==> config.mk <==
export PLATFORM = sky130hd
export DESIGN_NAME = tccp_timer
export DESIGN_NICKNAME = d
export VERILOG_FILES = /design/src/logic/tccp_pkg.sv /design/src/logic/tccp_timer.sv /design/src/logic/tccp_edge_detect.sv
export VERILOG_INCLUDE_DIRS = /design/src /design/src/logic
export SDC_FILE = /design/constraint.sdc
export NUM_CORES = 1
export LEC_CHECK = 0
export BUFFER_PORTS_ARGS = -buffer_cell sky130_fd_sc_hd__buf_2
export CORE_MARGIN = 1.5
export CORE_UTILIZATION = 55
export DETAILED_ROUTE_END_ITERATION = 6
export GPL_TIMING_DRIVEN = 0
export HOLD_SLACK_MARGIN = 0.05
export PLACE_DENSITY = 0.78
export SKIP_CTS_REPAIR_TIMING = 1
export SYNTH_ARGS = -nofsm -noshare
export SYNTH_HDL_FRONTEND = slang
export SYNTH_SLANG_ARGS = --single-unit
==> constraint.sdc <==
create_clock -name aclk -period 3 [get_ports aclk]
set_clock_uncertainty 0.2 [all_clocks]
set_input_delay 0.15 -clock aclk [delete_from_list [all_inputs] [get_ports aclk]]
set_output_delay 0.15 -clock aclk [all_outputs]
set_load 0.02 [all_outputs]
==> src/logic/tccp_defines.svh <==
`ifndef TCCP_DEFINES_SVH
`define TCCP_DEFINES_SVH

// register byte offsets
`define TCCP_OFF_COUNTER      8'h00
`define TCCP_OFF_CC_A         8'h04
`define TCCP_OFF_CC_B         8'h08
`define TCCP_OFF_PRESCALE     8'h0c
`define TCCP_OFF_MODE_CTRL    8'h10
`define TCCP_OFF_CAPT_CTRL    8'h14
`define TCCP_OFF_OUT_CTRL     8'h18

// mode control fields
`define TCCP_MC_OVF           0
`define TCCP_MC_EDGE_TGL      1
`define TCCP_MC_MODE_LO       2
`define TCCP_MC_MODE_HI       3

// capture control fields
`define TCCP_CC_CAP_A         0
`define TCCP_CC_REVERSE       1
`define TCCP_CC_CAP_B         2

// output control fields
`define TCCP_OC_ENABLE        0

// prescaler and edge select fields
`define TCCP_PR_CLK_LO        0
`define TCCP_PR_CLK_HI        1
`define TCCP_PR_A_LO          4
`define TCCP_PR_A_HI          5
`define TCCP_PR_B_LO          6
`define TCCP_PR_B_HI          7

// reset values and counter limits
`define TCCP_RST_16           16'h0000
`define TCCP_RST_8            8'h00
`define TCCP_RST_4            4'h0
`define TCCP_RST_3            3'h0
`define TCCP_CNT_ZERO         16'h0000
`define TCCP_CNT_ONE          16'h0001
`define TCCP_CNT_MAX          16'hffff

// bus answers
`define TCCP_RESP_OKAY        2'h0
`define TCCP_RESP_SLVERR      2'h2
`define TCCP_WORD_ZERO        32'h0000_0000

`endif

==> src/logic/tccp_pkg.sv <==
`default_nettype none

package tccp_pkg;

    // bus carriers
    typedef logic [7:0]  tccp_addr_t;
    typedef logic [31:0] tccp_word_t;
    typedef logic [3:0]  tccp_strb_t;
    typedef logic [1:0]  tccp_resp_t;

    // operating mode codes
    typedef enum logic [1:0] {
        MODE_STOP       = 2'h0,
        MODE_FREE       = 2'h1,
        MODE_EDGE_CLEAR = 2'h2,
        MODE_PULSE      = 2'h3
    } tccp_mode_t;

    // trigger edge select codes
    typedef enum logic [1:0] {
        EDGE_FALL = 2'h0,
        EDGE_RISE = 2'h1,
        EDGE_NONE = 2'h2,
        EDGE_BOTH = 2'h3
    } tccp_edge_t;

endpackage

`default_nettype wire

==> src/logic/tccp_timer.sv <==
// Overview of operation
// RL1: compare A match raises interrupt A
// RL2: compare B match raises interrupt B, no clear
// RL3: capture A loads on trigger A or B
// RL4: capture B loads only on trigger A edge
// RL5: trigger B detection disables the output pin
// RL6: free-running mode counts up every tick
// RL7: overflow flag set when wrapping from ffff
// RL8: overflow flag held until software writes zero
// RL9: output toggles on every compare match outside pulse mode
// RL10: trigger A edge captures B, raises interrupt
// RL11: both capture: no toggle without edge toggle
// RL12: edge toggle bit toggles output on trigger A
// RL13: only trigger B enabled: B never captures
// RL14: pulse mode clears counter on match A
// RL15: pulse period is compare A plus one
// RL16: active width is compare B plus one
// RL17: counter read leaves counting undisturbed
// RL18: edge clear mode restarts counter on trigger A
// RL19: reverse phase captures A without interrupt A
// RL20: stop mode holds counter at zero
//
// Added by the designer: the AXI4-Lite slave port and the address map.
`include "tccp_defines.svh"
`timescale 1ns/1ps
`default_nettype none

module tccp_timer (
    input  wire logic                 aclk,
    input  wire logic                 aresetn,
    input  wire tccp_pkg::tccp_addr_t s_axi_awaddr,
    input  wire logic                 s_axi_awvalid,
    output logic                      s_axi_awready,
    input  wire tccp_pkg::tccp_word_t s_axi_wdata,
    input  wire tccp_pkg::tccp_strb_t s_axi_wstrb,
    input  wire logic                 s_axi_wvalid,
    output logic                      s_axi_wready,
    output tccp_pkg::tccp_resp_t      s_axi_bresp,
    output logic                      s_axi_bvalid,
    input  wire logic                 s_axi_bready,
    input  wire tccp_pkg::tccp_addr_t s_axi_araddr,
    input  wire logic                 s_axi_arvalid,
    output logic                      s_axi_arready,
    output tccp_pkg::tccp_word_t      s_axi_rdata,
    output tccp_pkg::tccp_resp_t      s_axi_rresp,
    output logic                      s_axi_rvalid,
    input  wire logic                 s_axi_rready,
    input  wire logic                 trigger_input_a,
    input  wire logic                 trigger_input_b,
    output logic                      timer_output_pin,
    output logic                      match_a_interrupt,
    output logic                      match_b_interrupt
);
    import tccp_pkg::*;

    // state and next count; all but the next count, tick divider and output level are bus readable
    logic [15:0] counter_value_reg;          // running count
    logic [15:0] counter_value_next;         // count for next edge
    logic [15:0] capture_compare_a_reg;      // compare or capture A
    logic [15:0] capture_compare_b_reg;      // compare or capture B
    logic [7:0]  prescaler_edge_select_reg;  // edge selects and tick rate
    logic [3:0]  mode_control_reg;           // mode, edge toggle, overflow
    logic [2:0]  capture_control_reg;        // capture use and reverse phase
    logic        output_enable_reg;          // timer output enable
    logic [2:0]  prescale_reg;               // tick divider
    logic        out_level_reg;              // output level

    // decoded controls
    tccp_mode_t  op_mode;           // operating mode
    tccp_edge_t  input_a_edge_sel;  // valid edge of trigger A
    tccp_edge_t  input_b_edge_sel;  // valid edge of trigger B
    logic [1:0]  count_clock_sel;   // tick divider select
    logic [2:0]  prescale_mask;     // divider bits that must be all ones
    logic        run;               // counter active
    logic        tick;              // count clock enable
    logic        cap_a_mode;        // A used for capture
    logic        cap_b_mode;        // B used for capture
    logic        reverse_phase_capture_select;
    logic        output_on_edge_toggle;
    logic        overflow_flag;
    logic        out_avail;         // output pin usable

    // event terms
    logic        edge_a_raw;        // valid edge on trigger A
    logic        edge_b_raw;        // valid edge on trigger B
    logic        opp_a_raw;         // opposite edge on trigger A
    logic        edge_a;            // gated by run
    logic        edge_b;
    logic        opp_a;
    logic        match_a;           // compare A hit this tick
    logic        match_b;           // compare B hit this tick
    logic        load_a;            // capture into A
    logic        load_b;            // capture into B
    logic        clear_edge;        // restart on trigger A
    logic        clear_match;       // restart on match A
    logic        overflow_set;      // wrap from top count

    // bus terms
    logic        wr_fire;           // write address and data taken
    logic        rd_fire;           // read address taken
    logic        wr_mapped;         // write hits a register
    logic        mc_wr;             // write to mode control
    tccp_word_t  rd_data;           // read mux

    // merge a half word under its byte strobes
    function automatic logic [15:0] merge16(input logic [15:0] old,
                                            input logic [15:0] data,
                                            input logic [1:0]  strb);
        merge16 = {strb[1] ? data[15:8] : old[15:8], strb[0] ? data[7:0] : old[7:0]};
    endfunction

    // field decode
    assign op_mode          = tccp_mode_t'(mode_control_reg[`TCCP_MC_MODE_HI:`TCCP_MC_MODE_LO]);
    assign input_a_edge_sel = tccp_edge_t'(prescaler_edge_select_reg[`TCCP_PR_A_HI:`TCCP_PR_A_LO]);
    assign input_b_edge_sel = tccp_edge_t'(prescaler_edge_select_reg[`TCCP_PR_B_HI:`TCCP_PR_B_LO]);
    assign count_clock_sel  = prescaler_edge_select_reg[`TCCP_PR_CLK_HI:`TCCP_PR_CLK_LO];
    assign cap_a_mode       = capture_control_reg[`TCCP_CC_CAP_A];
    assign cap_b_mode       = capture_control_reg[`TCCP_CC_CAP_B];
    assign reverse_phase_capture_select = capture_control_reg[`TCCP_CC_REVERSE];
    assign output_on_edge_toggle        = mode_control_reg[`TCCP_MC_EDGE_TGL];
    assign overflow_flag    = mode_control_reg[`TCCP_MC_OVF];
    assign run              = (op_mode != MODE_STOP);

    // trigger edge detectors
    tccp_edge_detect u_edge_a (
        .aclk          (aclk),
        .aresetn       (aresetn),
        .sig_in        (trigger_input_a),
        .edge_sel      (input_a_edge_sel),
        .valid_edge    (edge_a_raw),
        .opposite_edge (opp_a_raw)
    );

    tccp_edge_detect u_edge_b (
        .aclk          (aclk),
        .aresetn       (aresetn),
        .sig_in        (trigger_input_b),
        .edge_sel      (input_b_edge_sel),
        .valid_edge    (edge_b_raw),
        .opposite_edge ()
    );

    // prescaler: tick every 1, 2, 4 or 8 aclk cycles
    assign prescale_mask = 3'((4'h1 << count_clock_sel) - 4'h1);
    assign tick          = ((prescale_reg & prescale_mask) == prescale_mask);

    always_ff @(posedge aclk) begin
        if (!aresetn) begin
            prescale_reg <= `TCCP_RST_3;
        end else if (!run) begin
            prescale_reg <= `TCCP_RST_3;   // restart phase on start
        end else begin
            prescale_reg <= prescale_reg + 3'h1;
        end
    end

    // events; nothing happens while stopped
    assign edge_a      = run & edge_a_raw;
    assign edge_b      = run & edge_b_raw;
    assign opp_a       = run & opp_a_raw;
    assign match_a     = run & ~cap_a_mode & tick & (counter_value_reg == capture_compare_a_reg);  // RL1
    assign match_b     = run & ~cap_b_mode & tick & (counter_value_reg == capture_compare_b_reg);  // RL2
    assign load_b      = cap_b_mode & edge_a;  // RL4 RL13
    // source A: trigger B edge, or trigger A opposite edge in reverse phase
    assign load_a      = cap_a_mode & (reverse_phase_capture_select ? opp_a : edge_b);  // RL3 RL19
    assign clear_edge  = (op_mode == MODE_EDGE_CLEAR) & edge_a;  // RL18
    assign clear_match = (op_mode == MODE_PULSE) & match_a;      // RL14 RL15
    assign overflow_set = tick & ~clear_edge & ~clear_match & run
                        & (counter_value_reg == `TCCP_CNT_MAX);  // RL7

    // next count
    always_comb begin
        if (!run) begin
            counter_value_next = `TCCP_CNT_ZERO;   // RL20
        end else if (clear_edge || (tick && clear_match)) begin
            counter_value_next = `TCCP_CNT_ZERO;   // RL14 RL18
        end else if (tick) begin
            counter_value_next = counter_value_reg + `TCCP_CNT_ONE;  // RL6 RL7
        end else begin
            counter_value_next = counter_value_reg;
        end
    end

    // counter register
    always_ff @(posedge aclk) begin
        if (!aresetn) begin
            counter_value_reg <= `TCCP_RST_16;
        end else begin
            counter_value_reg <= counter_value_next;
        end
    end

    // interrupt pulses, one cycle each
    always_ff @(posedge aclk) begin
        if (!aresetn) begin
            match_a_interrupt <= 1'b0;
            match_b_interrupt <= 1'b0;
        end else begin
            // trigger B edge flags A in capture mode, even in reverse phase; reverse phase capture does not
            match_a_interrupt <= match_a | (cap_a_mode & edge_b);  // RL1 RL19
            match_b_interrupt <= match_b | load_b;                 // RL2 RL10
        end
    end

    // bus handshakes: write address and data taken together
    assign wr_fire       = s_axi_awvalid & s_axi_wvalid & ~s_axi_bvalid;
    assign s_axi_awready = wr_fire;
    assign s_axi_wready  = wr_fire;
    assign s_axi_arready = ~s_axi_rvalid;
    assign rd_fire       = s_axi_arvalid & s_axi_arready;
    assign mc_wr         = wr_fire & (s_axi_awaddr == `TCCP_OFF_MODE_CTRL) & s_axi_wstrb[0];
    assign wr_mapped     = (s_axi_awaddr == `TCCP_OFF_COUNTER) || (s_axi_awaddr == `TCCP_OFF_CC_A)
                        || (s_axi_awaddr == `TCCP_OFF_CC_B) || (s_axi_awaddr == `TCCP_OFF_PRESCALE)
                        || (s_axi_awaddr == `TCCP_OFF_MODE_CTRL) || (s_axi_awaddr == `TCCP_OFF_CAPT_CTRL)
                        || (s_axi_awaddr == `TCCP_OFF_OUT_CTRL);

    // capture registers: a capture wins over a software write
    always_ff @(posedge aclk) begin
        if (!aresetn) begin
            capture_compare_a_reg <= `TCCP_RST_16;
        end else if (load_a) begin
            capture_compare_a_reg <= counter_value_reg;  // RL3 RL19
        end else if (wr_fire && s_axi_awaddr == `TCCP_OFF_CC_A) begin
            capture_compare_a_reg <= merge16(capture_compare_a_reg, s_axi_wdata[15:0], s_axi_wstrb[1:0]);
        end
    end

    always_ff @(posedge aclk) begin
        if (!aresetn) begin
            capture_compare_b_reg <= `TCCP_RST_16;
        end else if (load_b) begin
            capture_compare_b_reg <= counter_value_reg;  // RL4 RL10
        end else if (wr_fire && s_axi_awaddr == `TCCP_OFF_CC_B) begin
            capture_compare_b_reg <= merge16(capture_compare_b_reg, s_axi_wdata[15:0], s_axi_wstrb[1:0]);
        end
    end

    // control registers, one byte lane each
    always_ff @(posedge aclk) begin
        if (!aresetn) begin
            prescaler_edge_select_reg <= `TCCP_RST_8;
            capture_control_reg       <= `TCCP_RST_3;
            output_enable_reg         <= 1'b0;
        end else if (wr_fire && s_axi_wstrb[0]) begin
            if (s_axi_awaddr == `TCCP_OFF_PRESCALE) begin
                prescaler_edge_select_reg <= s_axi_wdata[7:0];
            end
            if (s_axi_awaddr == `TCCP_OFF_CAPT_CTRL) begin
                capture_control_reg <= s_axi_wdata[2:0];
            end
            if (s_axi_awaddr == `TCCP_OFF_OUT_CTRL) begin
                output_enable_reg <= s_axi_wdata[`TCCP_OC_ENABLE];
            end
        end
    end

    // mode control; overflow is cleared by writing zero, and a wrap wins
    always_ff @(posedge aclk) begin
        if (!aresetn) begin
            mode_control_reg <= `TCCP_RST_4;
        end else begin
            if (mc_wr) begin
                mode_control_reg[`TCCP_MC_MODE_HI:`TCCP_MC_EDGE_TGL] <=
                    s_axi_wdata[`TCCP_MC_MODE_HI:`TCCP_MC_EDGE_TGL];
            end
            if (overflow_set) begin
                mode_control_reg[`TCCP_MC_OVF] <= 1'b1;  // RL7
            end else if (mc_wr && !s_axi_wdata[`TCCP_MC_OVF]) begin
                mode_control_reg[`TCCP_MC_OVF] <= 1'b0;  // RL8
            end
        end
    end

    // output level; trigger B detection takes the pin away
    assign out_avail = output_enable_reg & (input_b_edge_sel == EDGE_NONE);  // RL5

    always_ff @(posedge aclk) begin
        if (!aresetn) begin
            out_level_reg <= 1'b0;
        end else if (!out_avail) begin
            out_level_reg <= 1'b0;  // RL5
        end else if (op_mode == MODE_PULSE) begin
            // active from restart through count B
            if (match_a) begin
                out_level_reg <= 1'b1;  // RL15
            end else if (match_b) begin
                out_level_reg <= 1'b0;  // RL16
            end
        end else if (match_a || match_b || (output_on_edge_toggle && edge_a)) begin
            out_level_reg <= ~out_level_reg;  // RL9 RL11 RL12
        end
    end

    assign timer_output_pin = out_level_reg;

    // read mux; counter read has no side effect
    always_comb begin
        case (s_axi_araddr)
            `TCCP_OFF_COUNTER:   rd_data = {16'h0000, counter_value_reg};  // RL17
            `TCCP_OFF_CC_A:      rd_data = {16'h0000, capture_compare_a_reg};
            `TCCP_OFF_CC_B:      rd_data = {16'h0000, capture_compare_b_reg};
            `TCCP_OFF_PRESCALE:  rd_data = {24'h000000, prescaler_edge_select_reg};
            `TCCP_OFF_MODE_CTRL: rd_data = {28'h0000000, mode_control_reg};
            `TCCP_OFF_CAPT_CTRL: rd_data = {29'h00000000, capture_control_reg};
            `TCCP_OFF_OUT_CTRL:  rd_data = {31'h00000000, output_enable_reg};
            default:             rd_data = `TCCP_WORD_ZERO;
        endcase
    end

    // read channel
    always_ff @(posedge aclk) begin
        if (!aresetn) begin
            s_axi_rvalid <= 1'b0;
            s_axi_rdata  <= `TCCP_WORD_ZERO;
            s_axi_rresp  <= `TCCP_RESP_OKAY;
        end else if (rd_fire) begin
            s_axi_rvalid <= 1'b1;
            s_axi_rdata  <= rd_data;
            s_axi_rresp  <= (s_axi_araddr[7:2] <= 6'h06 && s_axi_araddr[1:0] == 2'h0) ? `TCCP_RESP_OKAY
                                                                                     : `TCCP_RESP_SLVERR;
        end else if (s_axi_rready) begin
            s_axi_rvalid <= 1'b0;
        end
    end

    // write response channel
    always_ff @(posedge aclk) begin
        if (!aresetn) begin
            s_axi_bvalid <= 1'b0;
            s_axi_bresp  <= `TCCP_RESP_OKAY;
        end else if (wr_fire) begin
            s_axi_bvalid <= 1'b1;
            s_axi_bresp  <= wr_mapped ? `TCCP_RESP_OKAY : `TCCP_RESP_SLVERR;
        end else if (s_axi_bready) begin
            s_axi_bvalid <= 1'b0;
        end
    end
endmodule

`default_nettype wire

==> src/logic/tccp_edge_detect.sv <==
`timescale 1ns/1ps
`default_nettype none

module tccp_edge_detect (
    input  wire logic                 aclk,
    input  wire logic                 aresetn,
    input  wire logic                 sig_in,
    input  wire tccp_pkg::tccp_edge_t edge_sel,
    output logic                      valid_edge,
    output logic                      opposite_edge
);
    import tccp_pkg::*;

    logic prev_reg;   // last sampled pin level
    logic rise;       // low to high this cycle
    logic fall;       // high to low this cycle

    // remember the pin level of the previous cycle
    always_ff @(posedge aclk) begin
        if (!aresetn) begin
            prev_reg <= 1'b0;
        end else begin
            prev_reg <= sig_in;
        end
    end

    assign rise = sig_in & ~prev_reg;
    assign fall = ~sig_in & prev_reg;

    // pick the valid edge and its opposite phase
    always_comb begin
        valid_edge    = 1'b0;
        opposite_edge = 1'b0;
        case (edge_sel)
            EDGE_FALL: begin
                valid_edge    = fall;
                opposite_edge = rise;
            end
            EDGE_RISE: begin
                valid_edge    = rise;
                opposite_edge = fall;
            end
            EDGE_BOTH: begin
                valid_edge    = rise | fall;
            end
            default: begin
                valid_edge    = 1'b0;
            end
        endcase
    end

endmodule

`default_nettype wire

=== Word-level counts from Yosys, hierarchy flattened ===
Cells that the tools add are included.

* Register bits: 110
* Bits in latches: 0
* RAM bits: 0
* ROM bits: 0
* Input bits: 61
* Logic and storage cells: 163
* Memories: 0

* Add/sub/neg operators: 3
* Multiply operators: 0
* Div/mod/pow operators: 0
* Order comparisons: 1
* Equality and inequality tests: 24
* Shift-type cells: 1
* Mux-type cells: 23
* Bitwise operators: 46
* Reductions and logical operators: 44

{| class="wikitable"
|+ Operator list
! operator !! count
|-
| case mux 16 bit (7 select lines) || 1
|-
| 2-to-1 mux 16 bit || 4
|-
| == test 8 x 5 -> 1 bit (second input constant) || 6
|-
| == test 16 bit || 2
|-
| == test 8 x 4 -> 1 bit (second input constant) || 4
|-
| bitwise AND 1 bit || 28
|-
| nonzero test 2 bit || 11
|-
| AND reduction 2 bit || 10
|-
| adder 16 x 1 -> 16 bit (second input constant) || 1
|-
| == test 16 bit (second input constant) || 1
|-
| == test 8 x 3 -> 1 bit (second input constant) || 2
|-
| logical NOT 8 bit || 2
|-
| 2-to-1 mux 8 bit || 2
|-
| NOT 1 bit || 13
|-
| 2-to-1 mux 1 bit || 11
|-
| == test 2 bit (second input constant) || 5
|-
| logical OR 1 bit || 9
|-
| logical AND 1 bit || 7
|-
| <= comparator 6 x 3 -> 1 bit (second input constant) || 1
|-
| logical NOT 2 bit || 3
|-
| case mux 1 bit (3 select lines) || 2
|-
| == test 2 x 1 -> 1 bit (second input constant) || 2
|-
| 2-to-1 mux 2 bit || 2
|-
| OR 1 bit || 4
|-
| other kinds (9) || 9
|}

=== Longest topological paths before layout ===
Gate-level depths: netlist of the first run.

* Depth in word-level cells: 12
* Mapped depth: 10

=== Cells and area by module ===
From an unflattened synthesis of the first run, not the netlist that was laid out.

* Cell total of the unflattened synthesis: 569
* Area, all modules: 5138.7 µm²

{| class="wikitable"
|+ By module, submodules not included
! module !! times used !! cells each !! area each (µm²)
|-
| tccp_timer || 1 || 547 || 4953.5
|-
| tccp_edge_detect || 2 || 11 || 92.6
|}

=== Worst setup path before layout of the first run ===
Ideal clock, no wire load.

* Kind: register to register
* Start: reg counter_value_reg[0]
* End: reg counter_value_reg[14]
* Arrival time: 1.785 ns
* Required time: 2.685 ns
* Path slack: 0.900 ns
* Cell stages (with the launch flop): 9
* Cells stage by stage: dfxtp_1 clkbuf_1 xnor2_1 nand3_1 nor3_1 nand4_1 o221ai_2 buf_4 nor2_1

* Cells in the longest elaborated chain, start to end: 6
* Elaborated cells on any way between the ends: 7
* Classes of those cells: add/sub (1); eq/ne (1); bitwise (2); reduce/logical (3)

{| class="wikitable"
|+ Ends and longest elaborated chain
! element !! RTL line !! source
|-
| start, declared || tccp_timer.sv:57 || <nowiki>logic [15:0] counter_value_reg;</nowiki>
|-
| start signal, assigned || tccp_timer.sv:187 || <nowiki>counter_value_reg <= `TCCP_RST_16;</nowiki>
|-
| start signal, assigned || tccp_timer.sv:189 || <nowiki>counter_value_reg <= counter_value_next;</nowiki>
|-
| == test 16 bit || tccp_timer.sv:161 || <nowiki>assign match_a = run & ~cap_a_mode & tick & (counter_value_reg == capture_compare_a_reg);</nowiki>
|-
| bitwise AND 1 bit || tccp_timer.sv:161 ||
|-
| bitwise AND 1 bit || tccp_timer.sv:167 || <nowiki>assign clear_match = (op_mode == MODE_PULSE) & match_a;</nowiki>
|-
| logical AND 1 bit || tccp_timer.sv:175 || <nowiki>end else if (clear_edge || (tick && clear_match)) begin</nowiki>
|-
| logical OR 1 bit || tccp_timer.sv:175 ||
|-
| OR reduction 3 bit (no line) || - ||
|}

Parallel ways exist; a longest one is shown, timed or not.
A chain may end at the register's enable or synchronous reset.

=== Worst setup path after layout of the first run ===
* Start: reg counter_value_reg[9]
* End: reg counter_value_reg[6]

* Cells in the longest elaborated chain, start to end: 6

{| class="wikitable"
|+ Ends and longest elaborated chain
! element !! RTL line
|-
| == test 16 bit || tccp_timer.sv:161
|-
| bitwise AND 1 bit || tccp_timer.sv:161
|-
| bitwise AND 1 bit || tccp_timer.sv:167
|-
| logical AND 1 bit || tccp_timer.sv:175
|-
| logical OR 1 bit || tccp_timer.sv:175
|-
| OR reduction 3 bit (no line) || -
|}

Every way passes these cells.

==> PnR_summary.wiki, run 1 <==
{| class="wikitable"
! Metric !! Value
|-
| Most instantiated flip-flop cell in the synthesis netlist || dfxtp_1
|-
| DR iter-0 viols || 526
|-
| Remaining global-route overflow || 0
|-
| Clk pin slew, worst setup/hold paths || 100 ps
|-
| Antenna violations before repair || 0
|-
| Per-cell via count in the routed design || 5.68
|-
| Layout cell share with drive strength beyond 1 || 18.7%
|-
| Reg power frac || 54.9%
|-
| Remaining number of nets flagged by the antenna check after routing || 0
|-
| GR Util All Layers || 28.3%
|-
| FFs w/ async S/R, synth || 0%
|-
| Largest net degree at the start of global routing || 17
|-
| Instance count of the mapped netlist || 575
|-
| Worst Slack Setup Final || 171 ps
|-
| Initial Util || 56.3%
|-
| Instance area at placement || 0.00568 mm²
|-
| Final setup vio count || 0
|-
| Reported net switching power || 0.588 mW
|-
| Largest voltage drop on the vdd net || 194 µV
|-
| Area Growth Syn to Fin || 19.0%
|-
| Fin nets || 762
|-
| Half-perimeter wire length after placement || 10,400 µm
|-
| Vias in the first global route || 4,140
|-
| Unrepaired setup endpoints after global routing || no
|-
| MaxCap Viol Count || 0
|-
| P_leak || 2.91 nW
|-
| Time the final worst path needs with I/O delays and setup || 2830 ps
|-
| Routed WL per cell || 17.4 µm
|-
| Netlist cell types || 58
|-
| Drc violations || 0
|-
| Average instance area after synthesis || 8.95 µm²
|-
| Max Slew Vio Count || 0
|-
| I/O Pins || 105
|-
| Internal power || 1.65 mW
|-
| Number of buffers on the longest clock path || 2
|-
| Aggregate negative setup slack || 0 ps
|-
| Clk Tree Root Cell || clkbuf_8
|-
| GPL Wtd Cong || 0.990
|-
| Synth Register Bits || 92
|-
| Later-pin clock latency in the skew report || 360 ps
|-
| Synth warn || 0
|-
| Power per cell area || 365 mW/mm²
|-
| Fmax || 353 MHz
|-
| Total power draw || 2.24 mW
|-
| Final standard cell utilization of the core || 66.9%
|-
| Cell area after layout || 0.00613 mm²
|-
| CTS buffer count || 9
|-
| Die Wd || 99.8 µm
|-
| Startpoint kind of the worst setup timing path || register
|-
| Combinational share of power || 9.7%
|-
| Overall die area || 0.00995 mm²
|-
| Drt total wl || 14,100 µm
|-
| Total of buffers placed on input and output ports || 66
|-
| Category of the critical setup timing path || register to register
|-
| Core area || 0.00915 mm²
|-
| Share of the yosys chip area belonging to registers || 35.8%
|-
| Hold violation total from the final report || 0
|-
| Clock sink total || 92
|-
| Number of detailed-routing iterations run before antenna repair || 6
|-
| Clock network fraction of design power || 35.4%
|-
| Pre-CTS WS || 233 ps
|-
| TritonCTS clock tree || done
|-
| Data arrival time of the critical path || 2880 ps
|-
| Number of enable-type register cells in the synthesized netlist || 0
|-
| Required arrival time at the worst endpoint || 3050 ps
|-
| Worst min-delay path category || input port to register
|-
| Number of placement rows || 35
|-
| Max-slew headroom || 27.7%
|-
| Final antenna diode count || 0
|-
| Proportion of total power due to net switching || 26.3%
|-
| Fillcell total || 787
|-
| Global-route wire length before repair || 21,600 µm
|-
| Transition time of the tightest slew-check pin || 1070 ps
|-
| Number of levels in the clock H-tree || 3
|-
| Final clock period utilization by the worst path || 94.3%
|-
| Critical Path Sink Type || register
|-
| Result of the run || complete, no violations
|-
| Post-Syn Area || 0.00515 mm²
|-
| Height of the die || 99.8 µm
|-
| Critical path fanouts, max || 10
|-
| Total via count after detailed routing || 4,610
|}
## routing by layer
| layer | part of all wire [%] | GRT usage, % |
|---|---|---|
| met1 | 45 | 38.2 |
| met5 | 0 | 0 |
| met2 | 46 | 45.9 |
| met3 | 6.6 | 4.08 |
| met4 | 2.9 | 10.4 |
## power groups by stage
stage | sequential (mW) | combinational [mW] | clock, mW
final | 1.23 | 0.217 | 0.792
after global routing | 1.23 | 0.232 | 0.853
after CTS | 1.23 | 0.186 | 0.797
after detailed placement | 1.26 | 0.186 | 0
after global placement | 1.26 | 0.183 | 0
after floorplan | 1.26 | 0.111 | 0
## cells in the final DEF (no fill, tap or decap), types with 10 or more instances in the layout
cell	n
a21oi_1	22
buf_2	72
buf_4	23
clkbuf_1	31
clkbuf_8	10
conb_1	18
dfxtp_1	92
dlygate4sd3_1	26
mux2i_1	63
nand2_1	54
nand3_1	10
nand4_1	11
nor2_1	30
nor2b_1	22
o211a_1	17
o21ai_0	34
xnor2_1	34
xor2_1	15
## cell usage after synthesis (8+ instances only)
library cell,instances,area share (%)
dfxtp_1,92,36
mux2i_1,63,12
nand2_1,54,3.9
o21ai_0,34,3.3
xnor2_1,34,5.8
clkbuf_1,31,2.3
nor2_1,30,2.2
buf_4,23,3.4
a21oi_1,22,2.1
nor2b_1,22,2.7
o211a_1,17,3.3
xor2_1,15,2.6
nand4_1,11,1.3
nand3_1,10,0.97
a22o_1,9,1.5
nand2b_1,9,1.1
inv_1,8,0.58
## logic make-up after synthesis
kind of cell | share of synthesized area [%]
fa+ha+maj | 1.46
mux | 12.9
compound gates | 16.0
other cells | 0.0728
xor+xnor | 8.34
buf+inv | 7.51
flops | 35.8
simple gates | 17.9
## critical path: stages (launching register included)
cell	delay [ps]
dfxtp_1	320
clkbuf_1	360
xor2_1	150
nor4_1	550
nand4_1	320
o221ai_2	490
buf_4	260
nor2_1	60
## area by class of cell
type                            count  area [µm²]  area share, %
Tap cell                          111         139           2.27
Sequential cell                    92        1840           30.1
Buffer                             64         357           5.82
Multi-Input combinational cell    428        2980           48.7
Clock inverter                      6        46.3          0.756
Inverter                            8        30.0          0.490
Clock buffer                       10         138           2.25
Timing Repair Buffer               92         591           9.64
## path summary, 6_finish.rpt
kind,slack [ps],endpoint,cells past startpoint,from
setup / recovery,170,counter_value_reg[6]$_SDFFE_PP0P_,7,counter_value_reg[9]$_SDFFE_PP0P_
hold / removal,20,output_enable_reg$_SDFFE_PN0P_,4,s_axi_wstrb[0]
setup reg to reg,170,counter_value_reg[6]$_SDFFE_PP0P_,7,counter_value_reg[9]$_SDFFE_PP0P_
hold reg to reg,260,s_axi_rdata[4]$_SDFFE_PN0P_,2,s_axi_rdata[4]$_SDFFE_PN0P_
## metrics by stage
step,cells,hold slack (ps)
final,811,24.3
after floorplan,592,71.7
after global placement,769,190
after detailed placement,769,196
after global routing,811,73.0
after CTS,785,-180
(Power assumes the default switching activity.)
==> run 2, diff against run 1 <==
==> constraint.sdc (replaced) <==
create_clock -name aclk -period 3 [get_ports aclk]
set_clock_uncertainty 0.2 [all_clocks]
set_input_delay 0.45 -clock aclk [delete_from_list [all_inputs] [get_ports aclk]]
set_output_delay 0.45 -clock aclk [all_outputs]
set_load 0.02 [all_outputs]
==> run 2 against run 1 <==
Effect of this change:
- final cell count fell by 3.2%
- via count shrank 1.9%
- core utilization decreased by 2.8 points
- register-to-register slack worse by 80 ps
- largest cell class unchanged
==> PnR_summary.wiki, run 2 (synthesis gave the netlist of run 1 again) <==
{| class="wikitable"
! Metric !! Value
|-
| Clk Tree Root Cell || clkbuf_8
|-
| Half-perimeter wire length after placement || 10,400 µm (unchanged)
|-
| Clk pin slew, worst setup/hold paths || 100 ps (about the same)
|-
| Required arrival time at the worst endpoint || 3050 ps (about the same)
|-
| DR iter-0 viols || 395 (-25%)
|-
| Kind of cell adding the most delay to the critical path || simple AND/OR/NAND/NOR gates
|-
| Global-route wire length before repair || 21,600 µm (unchanged)
|-
| TritonCTS clock tree || done
|-
| Routed WL per cell || 17.7 µm (+1.3%)
|-
| Number of detailed-routing iterations run before antenna repair || 6 (unchanged)
|-
| Number of levels in the clock H-tree || 3 (unchanged)
|-
| Clock sink total || 92 (unchanged)
|-
| Final standard cell utilization of the core || 64.1% (-2.8 points)
|-
| Number of buffers on the longest clock path || 2 (unchanged)
|-
| Later-pin clock latency in the skew report || 360 ps (about the same)
|-
| Final setup vio count || 0 (unchanged)
|-
| Crit path buf inv count || 2 (unchanged)
|-
| Height of the die || 99.8 µm (unchanged)
|-
| Total power draw || 2.21 mW (-1.3%)
|-
| Number of placement rows || 35 (unchanged)
|-
| GPL Wtd Cong || 0.990 (unchanged)
|-
| Slowest stage delay, CP || 560 ps (about the same)
|-
| Hold violation total from the final report || 0 (unchanged)
|-
| Area Growth Syn to Fin || 13.9%
|-
| Cell with the largest stage delay on the worst path || nor4_1
|-
| Aggregate negative setup slack || 0 ps (unchanged)
|-
| Total via count after detailed routing || 4,521 (-1.9%)
|-
| Critical path cell sequence || clkbuf_1 -> xor2_1 -> nor4_1 -> nand4_1 -> o221ai_2 -> buf_4 -> nor2_1
|-
| Overall die area || 0.00995 mm² (unchanged)
|-
| Worst min-delay path category || input port to register
|-
| Initial Util || 56.3% (unchanged)
|-
| Layout cell share with drive strength beyond 1 || 19.4% (+0.72 points)
|-
| Per-cell via count in the routed design || 5.76 (+1.3%)
|-
| Power per cell area || 377 mW/mm² (+3.1%)
|-
| CTS buffer count || 9 (unchanged)
|-
| Largest voltage drop on the vdd net || 187 µV (-3.3%)
|-
| Remaining global-route overflow || 0 (unchanged)
|-
| MaxCap Viol Count || 0 (unchanged)
|-
| Final clock period utilization by the worst path || 97.1% (+2.8 points)
|-
| Startpoint kind of the worst setup timing path || register
|-
| Max Slew Vio Count || 0 (unchanged)
|-
| Total of buffers placed on input and output ports || 66 (unchanged)
|-
| Final antenna diode count || 0 (unchanged)
|-
| Most common cell after layout, fill and taps aside || dfxtp_1
|-
| Result of the run || complete, no violations
|-
| Fillcell total || 826 (+5.0%)
|-
| Data arrival time of the critical path || 2970 ps (+90 ps)
|-
| Drt total wl || 13,900 µm (-2.0%)
|-
| P_leak || 2.80 nW (-3.9%)
|-
| Unrepaired setup endpoints after global routing || no
|-
| Largest net degree at the start of global routing || 17 (unchanged)
|-
| Core area || 0.00915 mm² (unchanged)
|-
| Transition time of the tightest slew-check pin || 1100 ps (+26.0 ps)
|-
| Commonest cells after routing, fill and taps aside || dfxtp_1 (92), buf_2 (72), mux2i_1 (63)
|-
| Critical Path Sink Type || register
|-
| Max-slew headroom || 26.0% (-1.7 points)
|-
| Drc violations || 0 (unchanged)
|-
| Final standard cell count with taps included and fillers excluded || 785 (-3.2%)
|-
| Count of placed standard cells including taps || 769 (unchanged)
|-
| GR Util All Layers || 28.3% (unchanged)
|-
| I/O Pins || 105 (unchanged)
|-
| Remaining number of nets flagged by the antenna check after routing || 0 (unchanged)
|-
| Antenna violations before repair || 0 (unchanged)
|-
| Critical path fanouts, max || 10 (unchanged)
|-
| Fmax || 343 MHz (-2.9%)
|-
| Vias in the first global route || 4,140 (unchanged)
|-
| Category of the critical setup timing path || register to register
|-
| Fin nets || 736 (-3.4%)
|-
| Die Wd || 99.8 µm (unchanged)
|-
| Time the final worst path needs with I/O delays and setup || 2910 ps (+84.9 ps)
|}
-- run 2: cell type report --
| cell class | count | area (µm²) | area share (%) |
|---|---|---|---|
| Buffer | 64 | 357 | 6.08 |
| Clock buffer | 10 | 138 | 2.35 |
| Clock inverter | 6 | 46.3 | 0.789 |
| Inverter | 8 | 30.0 | 0.512 |
| Multi-Input combinational cell | 428 | 2980 | 50.9 |
| Sequential cell | 92 | 1840 | 31.4 |
| Tap cell | 111 | 139 | 2.37 |
| Timing Repair Buffer | 66 | 330 | 5.63 |
-- run 2: power breakdown --
| part | switching (mW) | internal [mW] |
|---|---|---|
| clock network | 0.462 | 0.330 |
| registers | 0.00345 | 1.23 |
| logic | 0.117 | 0.0717 |
-- run 2: worst paths after layout --
path	startpoint	end	slack, ps	cells after the start
min reg2reg	s_axi_rdata[4]$_SDFFE_PN0P_	s_axi_rdata[4]$_SDFFE_PN0P_	260	2
max reg2reg	counter_value_reg[9]$_SDFFE_PP0P_	counter_value_reg[6]$_SDFFE_PP0P_	90	7
min	trigger_input_a	u_edge_a.prev_reg$_SDFF_PN0_	130	2
max	counter_value_reg[9]$_SDFFE_PP0P_	counter_value_reg[6]$_SDFFE_PP0P_	90	7
-- run 2: per-layer routing --
metal	track usage, %	vias up	share of wire, %
li1	-	2166	-
met1	38.2	2099	44
met2	45.9	218	46
met3	4.08	38	7.4
met4	10.4	0	2.5
met5	0	-	0
-- run 2: worst register-to-register path: stages (launching register included) --
cell and delay (ps):
dfxtp_1 320, clkbuf_1 380, xor2_1 160, nor4_1 560
nand4_1 340, o221ai_2 520, buf_4 270, nor2_1 60
-- run 2: through the flow --
stage	hold WS (ps)	setup slack [ps]	instance area, µm²
5_1_grt	130	19.1	5870
3_3_place_gp	235	237	5680
2_1_floorplan	225	807	5210
3_5_place_dp	246	233	5680
4_1_cts	120	188	5870
6_report	128	85.7	5870
